## src/demc_pkg.sv

```systemverilog
// Constants, register map and CRC helpers for the diagnostics block.
// Assumes one 50 MHz clock domain; all users import the whole package.
`default_nettype none
package demc_pkg;
   // --------------------
   // Register map
   // --------------------
   localparam logic [5:0] ADDR_EXIT = 6'h00;
   localparam logic [5:0] ADDR_STATUS = 6'h01;
   localparam logic [5:0] ADDR_MON_EN = 6'h21;
   localparam logic [5:0] ADDR_MON_ERR = 6'h22;
   localparam logic [5:0] ADDR_LIM_EN = 6'h25;
   localparam logic [5:0] ADDR_OVER = 6'h26;
   localparam logic [5:0] ADDR_UNDER = 6'h27;
   localparam int ST_RESET_BIT = 7;
   localparam int ST_DIGITAL_BIT = 6;
   localparam int MON_ROM_BIT = 0;
   localparam int MON_MM_BIT = 1;
   localparam int MON_INTF_BIT = 2;
   localparam logic [7:0] MON_EN_RESET = 8'h01;
   localparam logic [7:0] LIM_EN_RESET = 8'h00;
   localparam logic [7:0] MON_IMPL_MASK = 8'h3F;
   // --------------------
   // Frame layout and CRC polynomials
   // --------------------
   localparam int CHANNELS = 8;
   localparam int SAMPLE_BITS = 16;
   localparam int HEADER_BITS = 8;
   localparam int CMD_BITS = 16;
   localparam int CRC16_BITS = 16;
   localparam int CRC8_BITS = 8;
   localparam int RX_CRC_BITS = CMD_BITS + CRC8_BITS;
   localparam logic [15:0] POLY16 = 16'h755B;
   localparam logic [7:0] POLY8 = 8'h07;
   // --------------------
   // Timing
   // --------------------
   localparam int CLK_PERIOD_NS = 20;
   localparam int MM_PERIOD_NS = 4000;
   localparam int MM_CYCLES = MM_PERIOD_NS / CLK_PERIOD_NS;
   // --------------------
   // Factory trim store; contents arbitrary
   // --------------------
   localparam int TRIM_WORDS = 4;
   localparam logic [7:0] TRIM_ROM [TRIM_WORDS] = '{8'h3C, 8'hA5, 8'h0F, 8'h96};

   typedef enum logic [1:0] {
      DEMC_DRAIN_DATA = 2'b00,
      DEMC_DRAIN_CRC = 2'b01
   } demc_drain_type;

   typedef enum logic [1:0] {
      DEMC_TX_DATA = 2'b00,
      DEMC_TX_CRC = 2'b01,
      DEMC_TX_DONE = 2'b10
   } demc_tx_type;

   // MSB-first division, zero init: same as appending zeros and dividing
   function automatic logic [15:0] crc16_bits(input logic [15:0] crc, input logic [15:0] data, input int nbits);
      logic [15:0] c;
      c = crc;
      for (int i = 0; i < 16; i++) begin
         if (i < nbits) begin
            c = {c[14:0], 1'b0} ^ ((c[15] ^ data[15 - i]) ? POLY16 : 16'h0000);
         end
      end
      return c;
   endfunction

   function automatic logic [7:0] crc8_word(input logic [15:0] data);
      logic [7:0] c;
      c = 8'h00;
      for (int i = 15; i >= 0; i--) begin
         c = {c[6:0], 1'b0} ^ ((c[7] ^ data[i]) ? POLY8 : 8'h00);
      end
      return c;
   endfunction

   function automatic logic [15:0] trim_crc();
      logic [15:0] c;
      c = 16'h0000;
      for (int i = 0; i < TRIM_WORDS; i++) begin
         c = crc16_bits(c, {TRIM_ROM[i], 8'h00}, 8);
      end
      return c;
   endfunction

   localparam logic [15:0] ROM_CRC = trim_crc();
endpackage
`default_nettype wire

```

## src/diag_error_monitor_crc.sv

```systemverilog
// Self-diagnostics of an 8-channel sampling converter: reset flag, input
// limit flags, digital fault summary, trim and register-map CRC checks,
// interface CRC on serial and parallel readout.
// Assumes: serial pins asynchronous to ref_clk, SCLK idles high and runs at
// most ref_clk/8; sample stream and fault pulses are on ref_clk.
//
// Contract
// - Any reset sets reset-detected status bit
// - Only status register read clears it
// - Limit-check enable register gates comparators
// - Over-limit sets channel bit in 0x26
// - Under-limit sets channel bit in 0x27
// - Limit flags sticky; write-one or disable clears
// - Any monitor fault raises digital-error bit
// - Each monitor has own fault detail bit
// - Trim load CRC mismatch sets bit 0
// - Trim check on from reset; enable bit 0
// - Map CRC off at reset; enable stores reference
// - Map CRC rechecked every 4 us
// - Every map write refreshes stored reference
// - Map CRC uses given 16-bit polynomial
// - Serial lines append 16-bit CRC word
// - CRC is remainder after zero-appended division
// - Two lines four channels; one line eight
// - Register frames 24 bits, CRC8 bits 17-24
// - Write CRC8 mismatch sets fault bit 2
// - Parallel bus appends CRC after channel 8
// - Status header byte follows each sample on the serial lines
`default_nettype none
module diag_error_monitor_crc
   import demc_pkg::*;
#(
   parameter int WORD_W = 16,
   parameter int BUF_DEPTH = 2,
   parameter logic [15:0] ROM_STORED_CRC = ROM_CRC
) (
   input wire logic ref_clk,
   input wire logic rst,
   input wire logic partial_reset_in,
   input wire logic [7:0] over_limit_in,
   input wire logic [7:0] under_limit_in,
   input wire logic [2:0] ext_fault_pulse,
   input wire logic status_header_on,
   input wire logic serial_two_lines,
   input wire logic spi_sclk,
   input wire logic spi_cs_n,
   input wire logic spi_sdi,
   output logic serial_result_line_first,
   output logic serial_result_line_second,
   output logic register_mode,
   input wire logic [WORD_W-1:0] sample_word,
   input wire logic sample_valid,
   output logic sample_ready,
   output logic [WORD_W-1:0] parallel_bus_word,
   output logic parallel_valid,
   input wire logic parallel_ready
);
   localparam int PTR_W = (BUF_DEPTH > 1) ? $clog2(BUF_DEPTH) : 1;
   localparam int CNT_W = $clog2(BUF_DEPTH + 1);
   localparam logic [19:0] PIN_IDLE = 20'h00006;

   // --------------------
   // Pin synchronisers
   // --------------------
   logic [19:0] pin_meta_r, pin_sync_r;
   logic [2:0] edge_prev_r;
   always_ff @(posedge ref_clk or posedge rst) begin
      if (rst) begin
         pin_meta_r <= PIN_IDLE;
         pin_sync_r <= PIN_IDLE;
         edge_prev_r <= 3'h3;
      end else begin
         pin_meta_r <= {partial_reset_in, over_limit_in, under_limit_in, spi_sclk, spi_cs_n, spi_sdi};
         pin_sync_r <= pin_meta_r;
         edge_prev_r <= {pin_sync_r[19], pin_sync_r[2], pin_sync_r[1]};
      end
   end
   logic [7:0] over_s, under_s;
   logic partial_rise, sclk_rise, sclk_fall, cs_fall, cs_rise, in_frame;
   assign over_s = pin_sync_r[18:11];
   assign under_s = pin_sync_r[10:3];
   assign partial_rise = pin_sync_r[19] & ~edge_prev_r[2];
   assign sclk_rise = pin_sync_r[2] & ~edge_prev_r[1];
   assign sclk_fall = ~pin_sync_r[2] & edge_prev_r[1];
   assign cs_fall = ~pin_sync_r[1] & edge_prev_r[0];
   assign cs_rise = pin_sync_r[1] & ~edge_prev_r[0];
   assign in_frame = ~pin_sync_r[1];

   // --------------------
   // Registers and command decode
   // --------------------
   logic rst_det_r, reg_mode_r, wr_d_r, mm_en_d_r;
   logic [5:0] rd_addr_r;
   logic [7:0] mon_en_r, lim_en_r, mon_err_r, over_r, under_r;
   logic [23:0] rx_shift_r;
   logic [4:0] rx_cnt_r;
   logic [15:0] cmd;
   logic [7:0] rx_crc, rd_data, w1c_err, w1c_over, w1c_under;
   logic crc_on, cmd_ok, crc_ok, wr_fire, rd_fire, intf_fail, status_read;
   logic digital_error;

   assign crc_on = mon_en_r[MON_INTF_BIT];
   assign cmd = crc_on ? rx_shift_r[23:8] : rx_shift_r[15:0];
   assign rx_crc = rx_shift_r[7:0];
   assign cmd_ok = cs_rise & ~cmd[15] & (rx_cnt_r >= 5'(crc_on ? RX_CRC_BITS : CMD_BITS));
   assign crc_ok = ~crc_on | (crc8_word(cmd) == rx_crc);
   assign rd_fire = cmd_ok & cmd[14];
   assign wr_fire = cmd_ok & ~cmd[14] & crc_ok;
   assign intf_fail = cmd_ok & ~cmd[14] & ~crc_ok;
   assign w1c_err = (wr_fire && cmd[13:8] == ADDR_MON_ERR) ? cmd[7:0] : 8'h00;
   assign w1c_over = (wr_fire && cmd[13:8] == ADDR_OVER) ? cmd[7:0] : 8'h00;
   assign w1c_under = (wr_fire && cmd[13:8] == ADDR_UNDER) ? cmd[7:0] : 8'h00;
   assign digital_error = |mon_err_r;
   assign register_mode = reg_mode_r;

   always_ff @(posedge ref_clk or posedge rst) begin
      if (rst) begin
         rx_shift_r <= 24'h000000;
         rx_cnt_r <= 5'h00;
      end else if (cs_fall) begin
         rx_cnt_r <= 5'h00;
      end else if (in_frame && sclk_fall && rx_cnt_r < 5'(RX_CRC_BITS)) begin
         rx_shift_r <= {rx_shift_r[22:0], pin_sync_r[0]};
         rx_cnt_r <= rx_cnt_r + 5'h01;
      end
   end

   always_ff @(posedge ref_clk or posedge rst) begin
      if (rst) begin
         reg_mode_r <= 1'b0;
         rd_addr_r <= ADDR_EXIT;
      end else if (rd_fire) begin
         reg_mode_r <= 1'b1;
         rd_addr_r <= cmd[13:8];
      end else if (wr_fire && cmd[13:8] == ADDR_EXIT) begin
         reg_mode_r <= 1'b0;
      end
   end

   always_ff @(posedge ref_clk or posedge rst) begin
      if (rst) begin
         mon_en_r <= MON_EN_RESET;
         lim_en_r <= LIM_EN_RESET;
      end else if (wr_fire && cmd[13:8] == ADDR_MON_EN) begin
         mon_en_r <= cmd[7:0];
      end else if (wr_fire && cmd[13:8] == ADDR_LIM_EN) begin
         lim_en_r <= cmd[7:0];
      end
   end

   always_comb begin
      if (rd_addr_r == ADDR_STATUS) begin
         rd_data = {rst_det_r, digital_error, 6'h00};
      end else if (rd_addr_r == ADDR_MON_EN) begin
         rd_data = mon_en_r;
      end else if (rd_addr_r == ADDR_MON_ERR) begin
         rd_data = mon_err_r;
      end else if (rd_addr_r == ADDR_LIM_EN) begin
         rd_data = lim_en_r;
      end else if (rd_addr_r == ADDR_OVER) begin
         rd_data = over_r;
      end else if (rd_addr_r == ADDR_UNDER) begin
         rd_data = under_r;
      end else begin
         rd_data = 8'h00;
      end
   end

   // --------------------
   // Reset flag and input limit flags
   // --------------------
   assign status_read = cs_fall & reg_mode_r & (rd_addr_r == ADDR_STATUS);
   always_ff @(posedge ref_clk or posedge rst) begin
      if (rst) begin
         rst_det_r <= 1'b1;
      end else if (partial_rise) begin
         rst_det_r <= 1'b1;
      end else if (status_read) begin
         rst_det_r <= 1'b0;
      end
   end

   // Set beats write-one-clear; disable beats everything
   always_ff @(posedge ref_clk or posedge rst) begin
      if (rst) begin
         over_r <= 8'h00;
         under_r <= 8'h00;
      end else begin
         over_r <= ((over_r & ~w1c_over) | over_s) & lim_en_r;
         under_r <= ((under_r & ~w1c_under) | under_s) & lim_en_r;
      end
   end

   // --------------------
   // Trim load check and register-map CRC
   // --------------------
   logic [7:0] trim_r [TRIM_WORDS];
   logic [2:0] rom_idx_r;
   logic rom_done_r, rom_check, rom_fail, mm_store, mm_tick, mm_fail;
   logic [15:0] rom_calc, mm_now, mm_ref_r;
   logic [7:0] mm_tmr_r;
   always_ff @(posedge ref_clk or posedge rst) begin
      if (rst) begin
         rom_idx_r <= 3'h0;
         rom_done_r <= 1'b0;
         for (int i = 0; i < TRIM_WORDS; i++) begin
            trim_r[i] <= 8'h00;
         end
      end else begin
         if (rom_idx_r < 3'(TRIM_WORDS)) begin
            trim_r[rom_idx_r[1:0]] <= TRIM_ROM[rom_idx_r[1:0]];
            rom_idx_r <= rom_idx_r + 3'h1;
         end
         rom_done_r <= rom_done_r | rom_check;
      end
   end
   always_comb begin
      rom_calc = 16'h0000;
      for (int i = 0; i < TRIM_WORDS; i++) begin
         rom_calc = crc16_bits(rom_calc, {trim_r[i], 8'h00}, 8);
      end
   end
   assign rom_check = (rom_idx_r == 3'(TRIM_WORDS)) & ~rom_done_r;
   assign rom_fail = rom_check & (rom_calc != ROM_STORED_CRC);

   assign mm_now = crc16_bits(16'h0000, {mon_en_r, lim_en_r}, 16);
   assign mm_store = mon_en_r[MON_MM_BIT] & (~mm_en_d_r | wr_d_r);
   assign mm_tick = mm_tmr_r == 8'(MM_CYCLES - 1);
   assign mm_fail = mon_en_r[MON_MM_BIT] & mm_tick & ~mm_store & (mm_now != mm_ref_r);
   always_ff @(posedge ref_clk or posedge rst) begin
      if (rst) begin
         mm_ref_r <= 16'h0000;
         mm_tmr_r <= 8'h00;
         mm_en_d_r <= 1'b0;
         wr_d_r <= 1'b0;
      end else begin
         mm_en_d_r <= mon_en_r[MON_MM_BIT];
         wr_d_r <= wr_fire;
         mm_tmr_r <= (mm_tick || !mon_en_r[MON_MM_BIT]) ? 8'h00 : mm_tmr_r + 8'h01;
         if (mm_store) begin
            mm_ref_r <= mm_now;
         end
      end
   end

   always_ff @(posedge ref_clk or posedge rst) begin
      if (rst) begin
         mon_err_r <= 8'h00;
      end else begin
         mon_err_r <= ((mon_err_r & ~w1c_err) | {2'b00, ext_fault_pulse, intf_fail, mm_fail, rom_fail})
            & mon_en_r & MON_IMPL_MASK;
      end
   end

   // --------------------
   // Serial readout
   // --------------------
   logic [WORD_W-1:0] results_r [CHANNELS];
   logic [WORD_W-1:0] snap_r [CHANNELS];
   logic [15:0] reg_word_r, crc_a_r, crc_b_r;
   demc_tx_type tx_state_r;
   logic [4:0] tx_bit_r, ch_last_bit;
   logic [2:0] tx_ch_r, ch_count_max;
   logic emit_r, emit, bit_a, bit_b, tx_last_crc;
   logic [23:0] frame_a, frame_b;
   logic [2:0] ch_b;

   function automatic logic [23:0] chan_frame(input logic [WORD_W-1:0] s, input logic [2:0] ch);
      return {s, rst_det_r, digital_error, 1'b0, over_r[ch], under_r[ch], ch};
   endfunction

   assign ch_b = tx_ch_r + 3'h4;
   assign frame_a = reg_mode_r ? {reg_word_r, 8'h00} : chan_frame(snap_r[tx_ch_r], tx_ch_r);
   assign frame_b = chan_frame(snap_r[ch_b], ch_b);
   assign ch_last_bit = reg_mode_r ? 5'(CMD_BITS - 1) :
      5'((status_header_on ? SAMPLE_BITS + HEADER_BITS : SAMPLE_BITS) - 1);
   assign ch_count_max = (reg_mode_r || serial_two_lines) ? 3'h3 : 3'h7;
   assign tx_last_crc = tx_bit_r == 5'(reg_mode_r ? CRC8_BITS - 1 : CRC16_BITS - 1);
   assign emit = emit_r | (in_frame & sclk_rise);
   assign bit_a = (tx_state_r == DEMC_TX_DATA) ? frame_a[5'd23 - tx_bit_r] :
      (tx_state_r == DEMC_TX_CRC) ? (reg_mode_r ? crc_a_r[7] : crc_a_r[15]) : 1'b0;
   assign bit_b = (tx_state_r == DEMC_TX_DATA) ? frame_b[5'd23 - tx_bit_r] :
      (tx_state_r == DEMC_TX_CRC) ? crc_b_r[15] : 1'b0;

   always_ff @(posedge ref_clk or posedge rst) begin
      if (rst) begin
         emit_r <= 1'b0;
         tx_state_r <= DEMC_TX_DONE;
         tx_bit_r <= 5'h00;
         tx_ch_r <= 3'h0;
         crc_a_r <= 16'h0000;
         crc_b_r <= 16'h0000;
         reg_word_r <= 16'h0000;
         serial_result_line_first <= 1'b0;
         serial_result_line_second <= 1'b0;
         for (int i = 0; i < CHANNELS; i++) begin
            snap_r[i] <= '0;
         end
      end else begin
         emit_r <= cs_fall;
         if (cs_fall) begin
            snap_r <= results_r;
            reg_word_r <= {2'b00, rd_addr_r, rd_data};
            tx_state_r <= DEMC_TX_DATA;
            tx_bit_r <= 5'h00;
            tx_ch_r <= 3'h0;
            crc_a_r <= 16'h0000;
            crc_b_r <= 16'h0000;
         end else if (emit) begin
            serial_result_line_first <= bit_a;
            serial_result_line_second <= bit_b & serial_two_lines & ~reg_mode_r;
            if (tx_state_r == DEMC_TX_DATA) begin
               if (reg_mode_r) begin
                  crc_a_r <= {8'h00, crc_a_r[6:0], 1'b0} ^ ((crc_a_r[7] ^ bit_a) ? {8'h00, POLY8} : 16'h0000);
               end else begin
                  crc_a_r <= crc16_bits(crc_a_r, {bit_a, 15'h0000}, 1);
                  crc_b_r <= crc16_bits(crc_b_r, {bit_b, 15'h0000}, 1);
               end
               tx_bit_r <= (tx_bit_r == ch_last_bit) ? 5'h00 : tx_bit_r + 5'h01;
               if (tx_bit_r == ch_last_bit) begin
                  if (reg_mode_r || tx_ch_r == ch_count_max) begin
                     tx_state_r <= crc_on ? DEMC_TX_CRC : DEMC_TX_DONE;
                  end else begin
                     tx_ch_r <= tx_ch_r + 3'h1;
                  end
               end
            end else if (tx_state_r == DEMC_TX_CRC) begin
               crc_a_r <= {crc_a_r[14:0], 1'b0};
               crc_b_r <= {crc_b_r[14:0], 1'b0};
               tx_bit_r <= tx_bit_r + 5'h01;
               if (tx_last_crc) begin
                  tx_state_r <= DEMC_TX_DONE;
               end
            end
         end else if (!in_frame) begin
            serial_result_line_first <= 1'b0;
            serial_result_line_second <= 1'b0;
         end
      end
   end

   // --------------------
   // Parallel readout through a small buffer
   // --------------------
   // Two entries absorb one stalled word while the next arrives
   logic [WORD_W-1:0] buf_r [BUF_DEPTH];
   logic [PTR_W-1:0] wr_ptr_r, rd_ptr_r;
   logic [CNT_W-1:0] count_r;
   logic [2:0] ch_in_r, ch_out_r;
   logic [15:0] par_crc_r;
   demc_drain_type drain_r;
   logic push, pop;

   assign sample_ready = count_r != CNT_W'(BUF_DEPTH);
   assign push = sample_valid & sample_ready;
   assign pop = (drain_r == DEMC_DRAIN_DATA) & (count_r != '0) & parallel_ready;
   assign parallel_valid = (drain_r == DEMC_DRAIN_CRC) | (count_r != '0);
   assign parallel_bus_word = (drain_r == DEMC_DRAIN_CRC) ? WORD_W'(par_crc_r) : buf_r[rd_ptr_r];

   always_ff @(posedge ref_clk or posedge rst) begin
      if (rst) begin
         wr_ptr_r <= '0;
         rd_ptr_r <= '0;
         count_r <= '0;
         ch_in_r <= 3'h0;
         for (int i = 0; i < BUF_DEPTH; i++) begin
            buf_r[i] <= '0;
         end
         for (int i = 0; i < CHANNELS; i++) begin
            results_r[i] <= '0;
         end
      end else begin
         if (push) begin
            buf_r[wr_ptr_r] <= sample_word;
            results_r[ch_in_r] <= sample_word;
            wr_ptr_r <= (wr_ptr_r == PTR_W'(BUF_DEPTH - 1)) ? '0 : wr_ptr_r + 1'b1;
            ch_in_r <= ch_in_r + 3'h1;
         end
         if (pop) begin
            rd_ptr_r <= (rd_ptr_r == PTR_W'(BUF_DEPTH - 1)) ? '0 : rd_ptr_r + 1'b1;
         end
         count_r <= count_r + CNT_W'(push) - CNT_W'(pop);
      end
   end

   always_ff @(posedge ref_clk or posedge rst) begin
      if (rst) begin
         drain_r <= DEMC_DRAIN_DATA;
         ch_out_r <= 3'h0;
         par_crc_r <= 16'h0000;
      end else begin
         case (drain_r)
            DEMC_DRAIN_DATA: begin
               if (pop) begin
                  ch_out_r <= ch_out_r + 3'h1;
                  if (ch_out_r == 3'h7) begin
                     par_crc_r <= crc_on ? crc16_bits(par_crc_r, 16'(buf_r[rd_ptr_r]), WORD_W) : 16'h0000;
                     drain_r <= crc_on ? DEMC_DRAIN_CRC : DEMC_DRAIN_DATA;
                  end else begin
                     par_crc_r <= crc16_bits(par_crc_r, 16'(buf_r[rd_ptr_r]), WORD_W);
                  end
               end
            end
            DEMC_DRAIN_CRC: begin
               if (parallel_ready) begin
                  drain_r <= DEMC_DRAIN_DATA;
                  par_crc_r <= 16'h0000;
               end
            end
            default: begin
               drain_r <= DEMC_DRAIN_DATA;
            end
         endcase
      end
   end
endmodule
`default_nettype wire

```

## config.mk

```make
export PLATFORM = sky130hd
export DESIGN_NAME = diag_error_monitor_crc
export DESIGN_NICKNAME = d
export VERILOG_FILES = /design/src/demc_pkg.sv /design/src/diag_error_monitor_crc.sv
export SDC_FILE = /design/constraint.sdc
export NUM_CORES = 1
export LEC_CHECK = 0
export BUFFER_PORTS_ARGS = -buffer_cell sky130_fd_sc_hd__clkbuf_2
export CORE_ASPECT_RATIO = 1.5
export CORE_MARGIN = 5
export CORE_UTILIZATION = 60
export CTS_CLUSTER_SIZE = 8
export DETAILED_ROUTE_END_ITERATION = 7
export HOLD_SLACK_MARGIN = 0.08
export PLACE_DENSITY = 0.78
export SYNTH_ARGS = -nofsm -noshare
export SYNTH_HDL_FRONTEND = slang
export SYNTH_SLANG_ARGS = --single-unit
```

## constraint.sdc

```tcl
create_clock -name ref_clk -period 31.1 [get_ports ref_clk]
set_input_delay 1.555 -clock ref_clk [delete_from_list [all_inputs] [get_ports ref_clk]]
set_output_delay 1.555 -clock ref_clk [all_outputs]
set_load 0.005 [all_outputs]
```

==> impl_metrics.yaml <==
global_routing:
  antenna_found_initial: 0
  grt_pass1_wl_microns: 105000
  grt_max_degree: 196
  grt_usage: 0.260
  grt_pass1_vias: 19600
  grt-ovfl-total: 0
clock_network:
  root_buffer: "clkbuf_16"
  cts_tree: "built"
  path_clk_slew_ps: 50
  post_cts_resized: 0
  numCtsBuffers: 78
  clock_path_buffers: 3
  insertion_delay_ps: 600
  cts_setup_buffers: 0
  h-tree-depth: 3
  cts.sink_count: 550
  hold_buffers: 0
timing:
  finalSetupTns_ps: 0
  post-route-min-period_ps: 4710
  tightest_slew_ps: 1240
  hold_viol: 0
  finalCritPeriodShare: 0.151
  max_freq_mhz: 213
  skew_ps: 16.7
  slew_viol_final: 0
  finalSetupViolations: 0
  relSlewSlack: 0.173
  rsz0062_at_grt: "false"
layout:
  area_growth_pct: 10.1
  drive_above_1_share: 0.214
  antennaDiodeCount: 0
  final_cell_mix: "dfrtp_1, nand2_1, xnor2_1"
  finalInstanceArea_sq_um: 30700
  num-nets-final: 2520
  final_common_cell: "dfrtp_1"
synth:
  synth_warnings: 0
  syn-mean-instance-area_sq_um: 11.4
  postSynthCellCount: 2435
  synth_ff_type: "dfrtp_1"
  syn_area_sq_um: 27800
  synthArstFlopShare: 1.00
  synth_nets: 2500
  yosysSeqAreaShare: 0.495
  synth.distinct_cells: 69
  ys_seq_elements: 550
  synth.largest_area_cell: "dfrtp_1"
  synth_edf_count: 0
  synth_area_leaders: "dfrtp_1, mux2_2, mux4_2"
  synth_top_area_share: 0.486
placement:
  gp_congestion: 0.900
  io_buffers: 65
  dp_hpwl_microns: 43200
  dpl_cell_area_sq_um: 28600
worst_setup_path:
  critPathMaxFanout: 37
  path_cells: "buf_4 > mux4_2 > mux4_2 > mux4_2 > a211o_1 > a311oi_2 > xnor2_1 > nand2_1 > xor2_1 > o21ai_0"
  worst_ep_required_time_ps: 31600
  path_delay_family: "multiplexers"
  cpMostUsedCell: "mux4_2"
  start_kind: "register"
  startpoint: "tx_ch_r[1]"
  slowest_delay_ps: 740
  cp-end-kind: "register"
  critPathKind: "register to register"
  critPathArrivalTime_ps: 5210
  crit_buf_inv: 1
  critPathSlowestCell: "dfrtp_4"
  r2r_start: "tx_ch_r[1]"
power_and_ir_drop:
  p_total_w: 0.00392
  p_per_area_nw_per_um2: 128
  total_leakage_power_nw: 13.9
  ir_drop_mv: 0.857
floorplan:
  num_io_pins: 66
  std_cell_rows: 96
  die_w_microns: 186
  die_y_microns: 274
  dieArea_sq_um: 50900
  core_area_sq_um: 45900
  initial_core_util: 0.607
detailed_routing:
  ant_nets: 0
  drt_iter0_drc: 1378
  vias: 18400
  via_per_inst: 5.99
  wl_per_cell_microns: 20.9
  wirelength_microns: 64200
  drcViolationCount: 0
  first_pass_iters: 5
hold_path:
  hold_path_class: "register to register"
  min_from: "pin_meta_r[12]"
run:
  max-cap-violations: 0
status:
  outcome: "complete, no violations"
## metal layers
| metal | wire length, microns | GRT usage | up-vias |
|---|---|---|---|
| li1 | - | - | 8281 |
| met1 | 23500 | 0.302 | 9340 |
| met2 | 35100 | 0.475 | 561 |
| met3 | 2720 | 0.0359 | 191 |
| met4 | 2890 | 0.112 | 0 |
| met5 | 0 | 0 | - |
## through the flow
stage	hold slack, ps	utilization	setup WS [ps]	instances
floorplan	331	-	14180	2435
detailed placement	336	0.622	26410	2963
CTS	350	0.668	26380	3065
global placement	335	0.622	26480	2963
global route	354	0.668	26110	3065
finish	346	0.668	26390	3065
## final cells by class
| type | instances | area, sq um |
|---|---|---|
| fillers | 3342 | 15200 |
| well taps | 588 | 736 |
| inverters | 44 | 175 |
| flip-flops and latches | 550 | 13800 |
| clock inverters | 3 | 45.0 |
| multi-input cells | 1693 | 13300 |
| clock buffers | 99 | 2070 |
| repair buffers | 88 | 510 |
## worst paths after layout
check,to,slack [ps],depth (start not counted)
max,crc_a_r[14],26390,10
min,pin_sync_r[12],350,0
max reg2reg,crc_a_r[14],26390,10
min reg2reg,pin_sync_r[12],350,0
max in group asynchronous,tx_ch_r[1],27370,4
min in group asynchronous,results_r[45],1140,2
## power breakdown
part / internal, W / switching, W
Combinational: 0.000993 / 0.00108
Sequential: 0.000940 / 0.000150
Clock: 0.000460 / 0.000297
Total: 0.00239 / 0.00153
## synthesized netlist by cell type, types with 14 or more instances
library cell and count:
inv_1 40, clkbuf_1 108, xnor2_1 222, buf_2 14, xnor3_1 16, nand2_1 523, dfrtp_1 541, nor3_1 17
ha_1 20, buf_1 24, o21ai_0 95, mux2i_1 55, nor2_1 73, o21a_1 14, mux2_2 219, mux4_2 91
a21oi_1 59, xor2_1 117, nand3_1 20
## flip-flops by register name, summed over array words and instances (netlist names), 5 cells and up
register,cells
mm_ref_r,16
pin_meta_r,20
under_r,8
mm_tmr_r,8
reg_word_r,14
rx_cnt_r,5
pin_sync_r,20
tx_bit_r,5
trim_r,28
buf_r,32
rd_addr_r,6
rx_shift_r,24
snap_r,128
results_r,128
par_crc_r,16
mon_err_r,6
over_r,8
crc_a_r,16
crc_b_r,16
lim_en_r,8
mon_en_r,8
## cells by family after synthesis
logic type | Yosys count | synth area share
fa+ha+maj | 20 | 0.00899
flops | 550 | 0.495
compound gates | 237 | 0.0519
mux | 366 | 0.182
buf+inv | 192 | 0.0269
simple gates | 697 | 0.103
xor+xnor | 373 | 0.133
(Power assumes the default switching activity.)
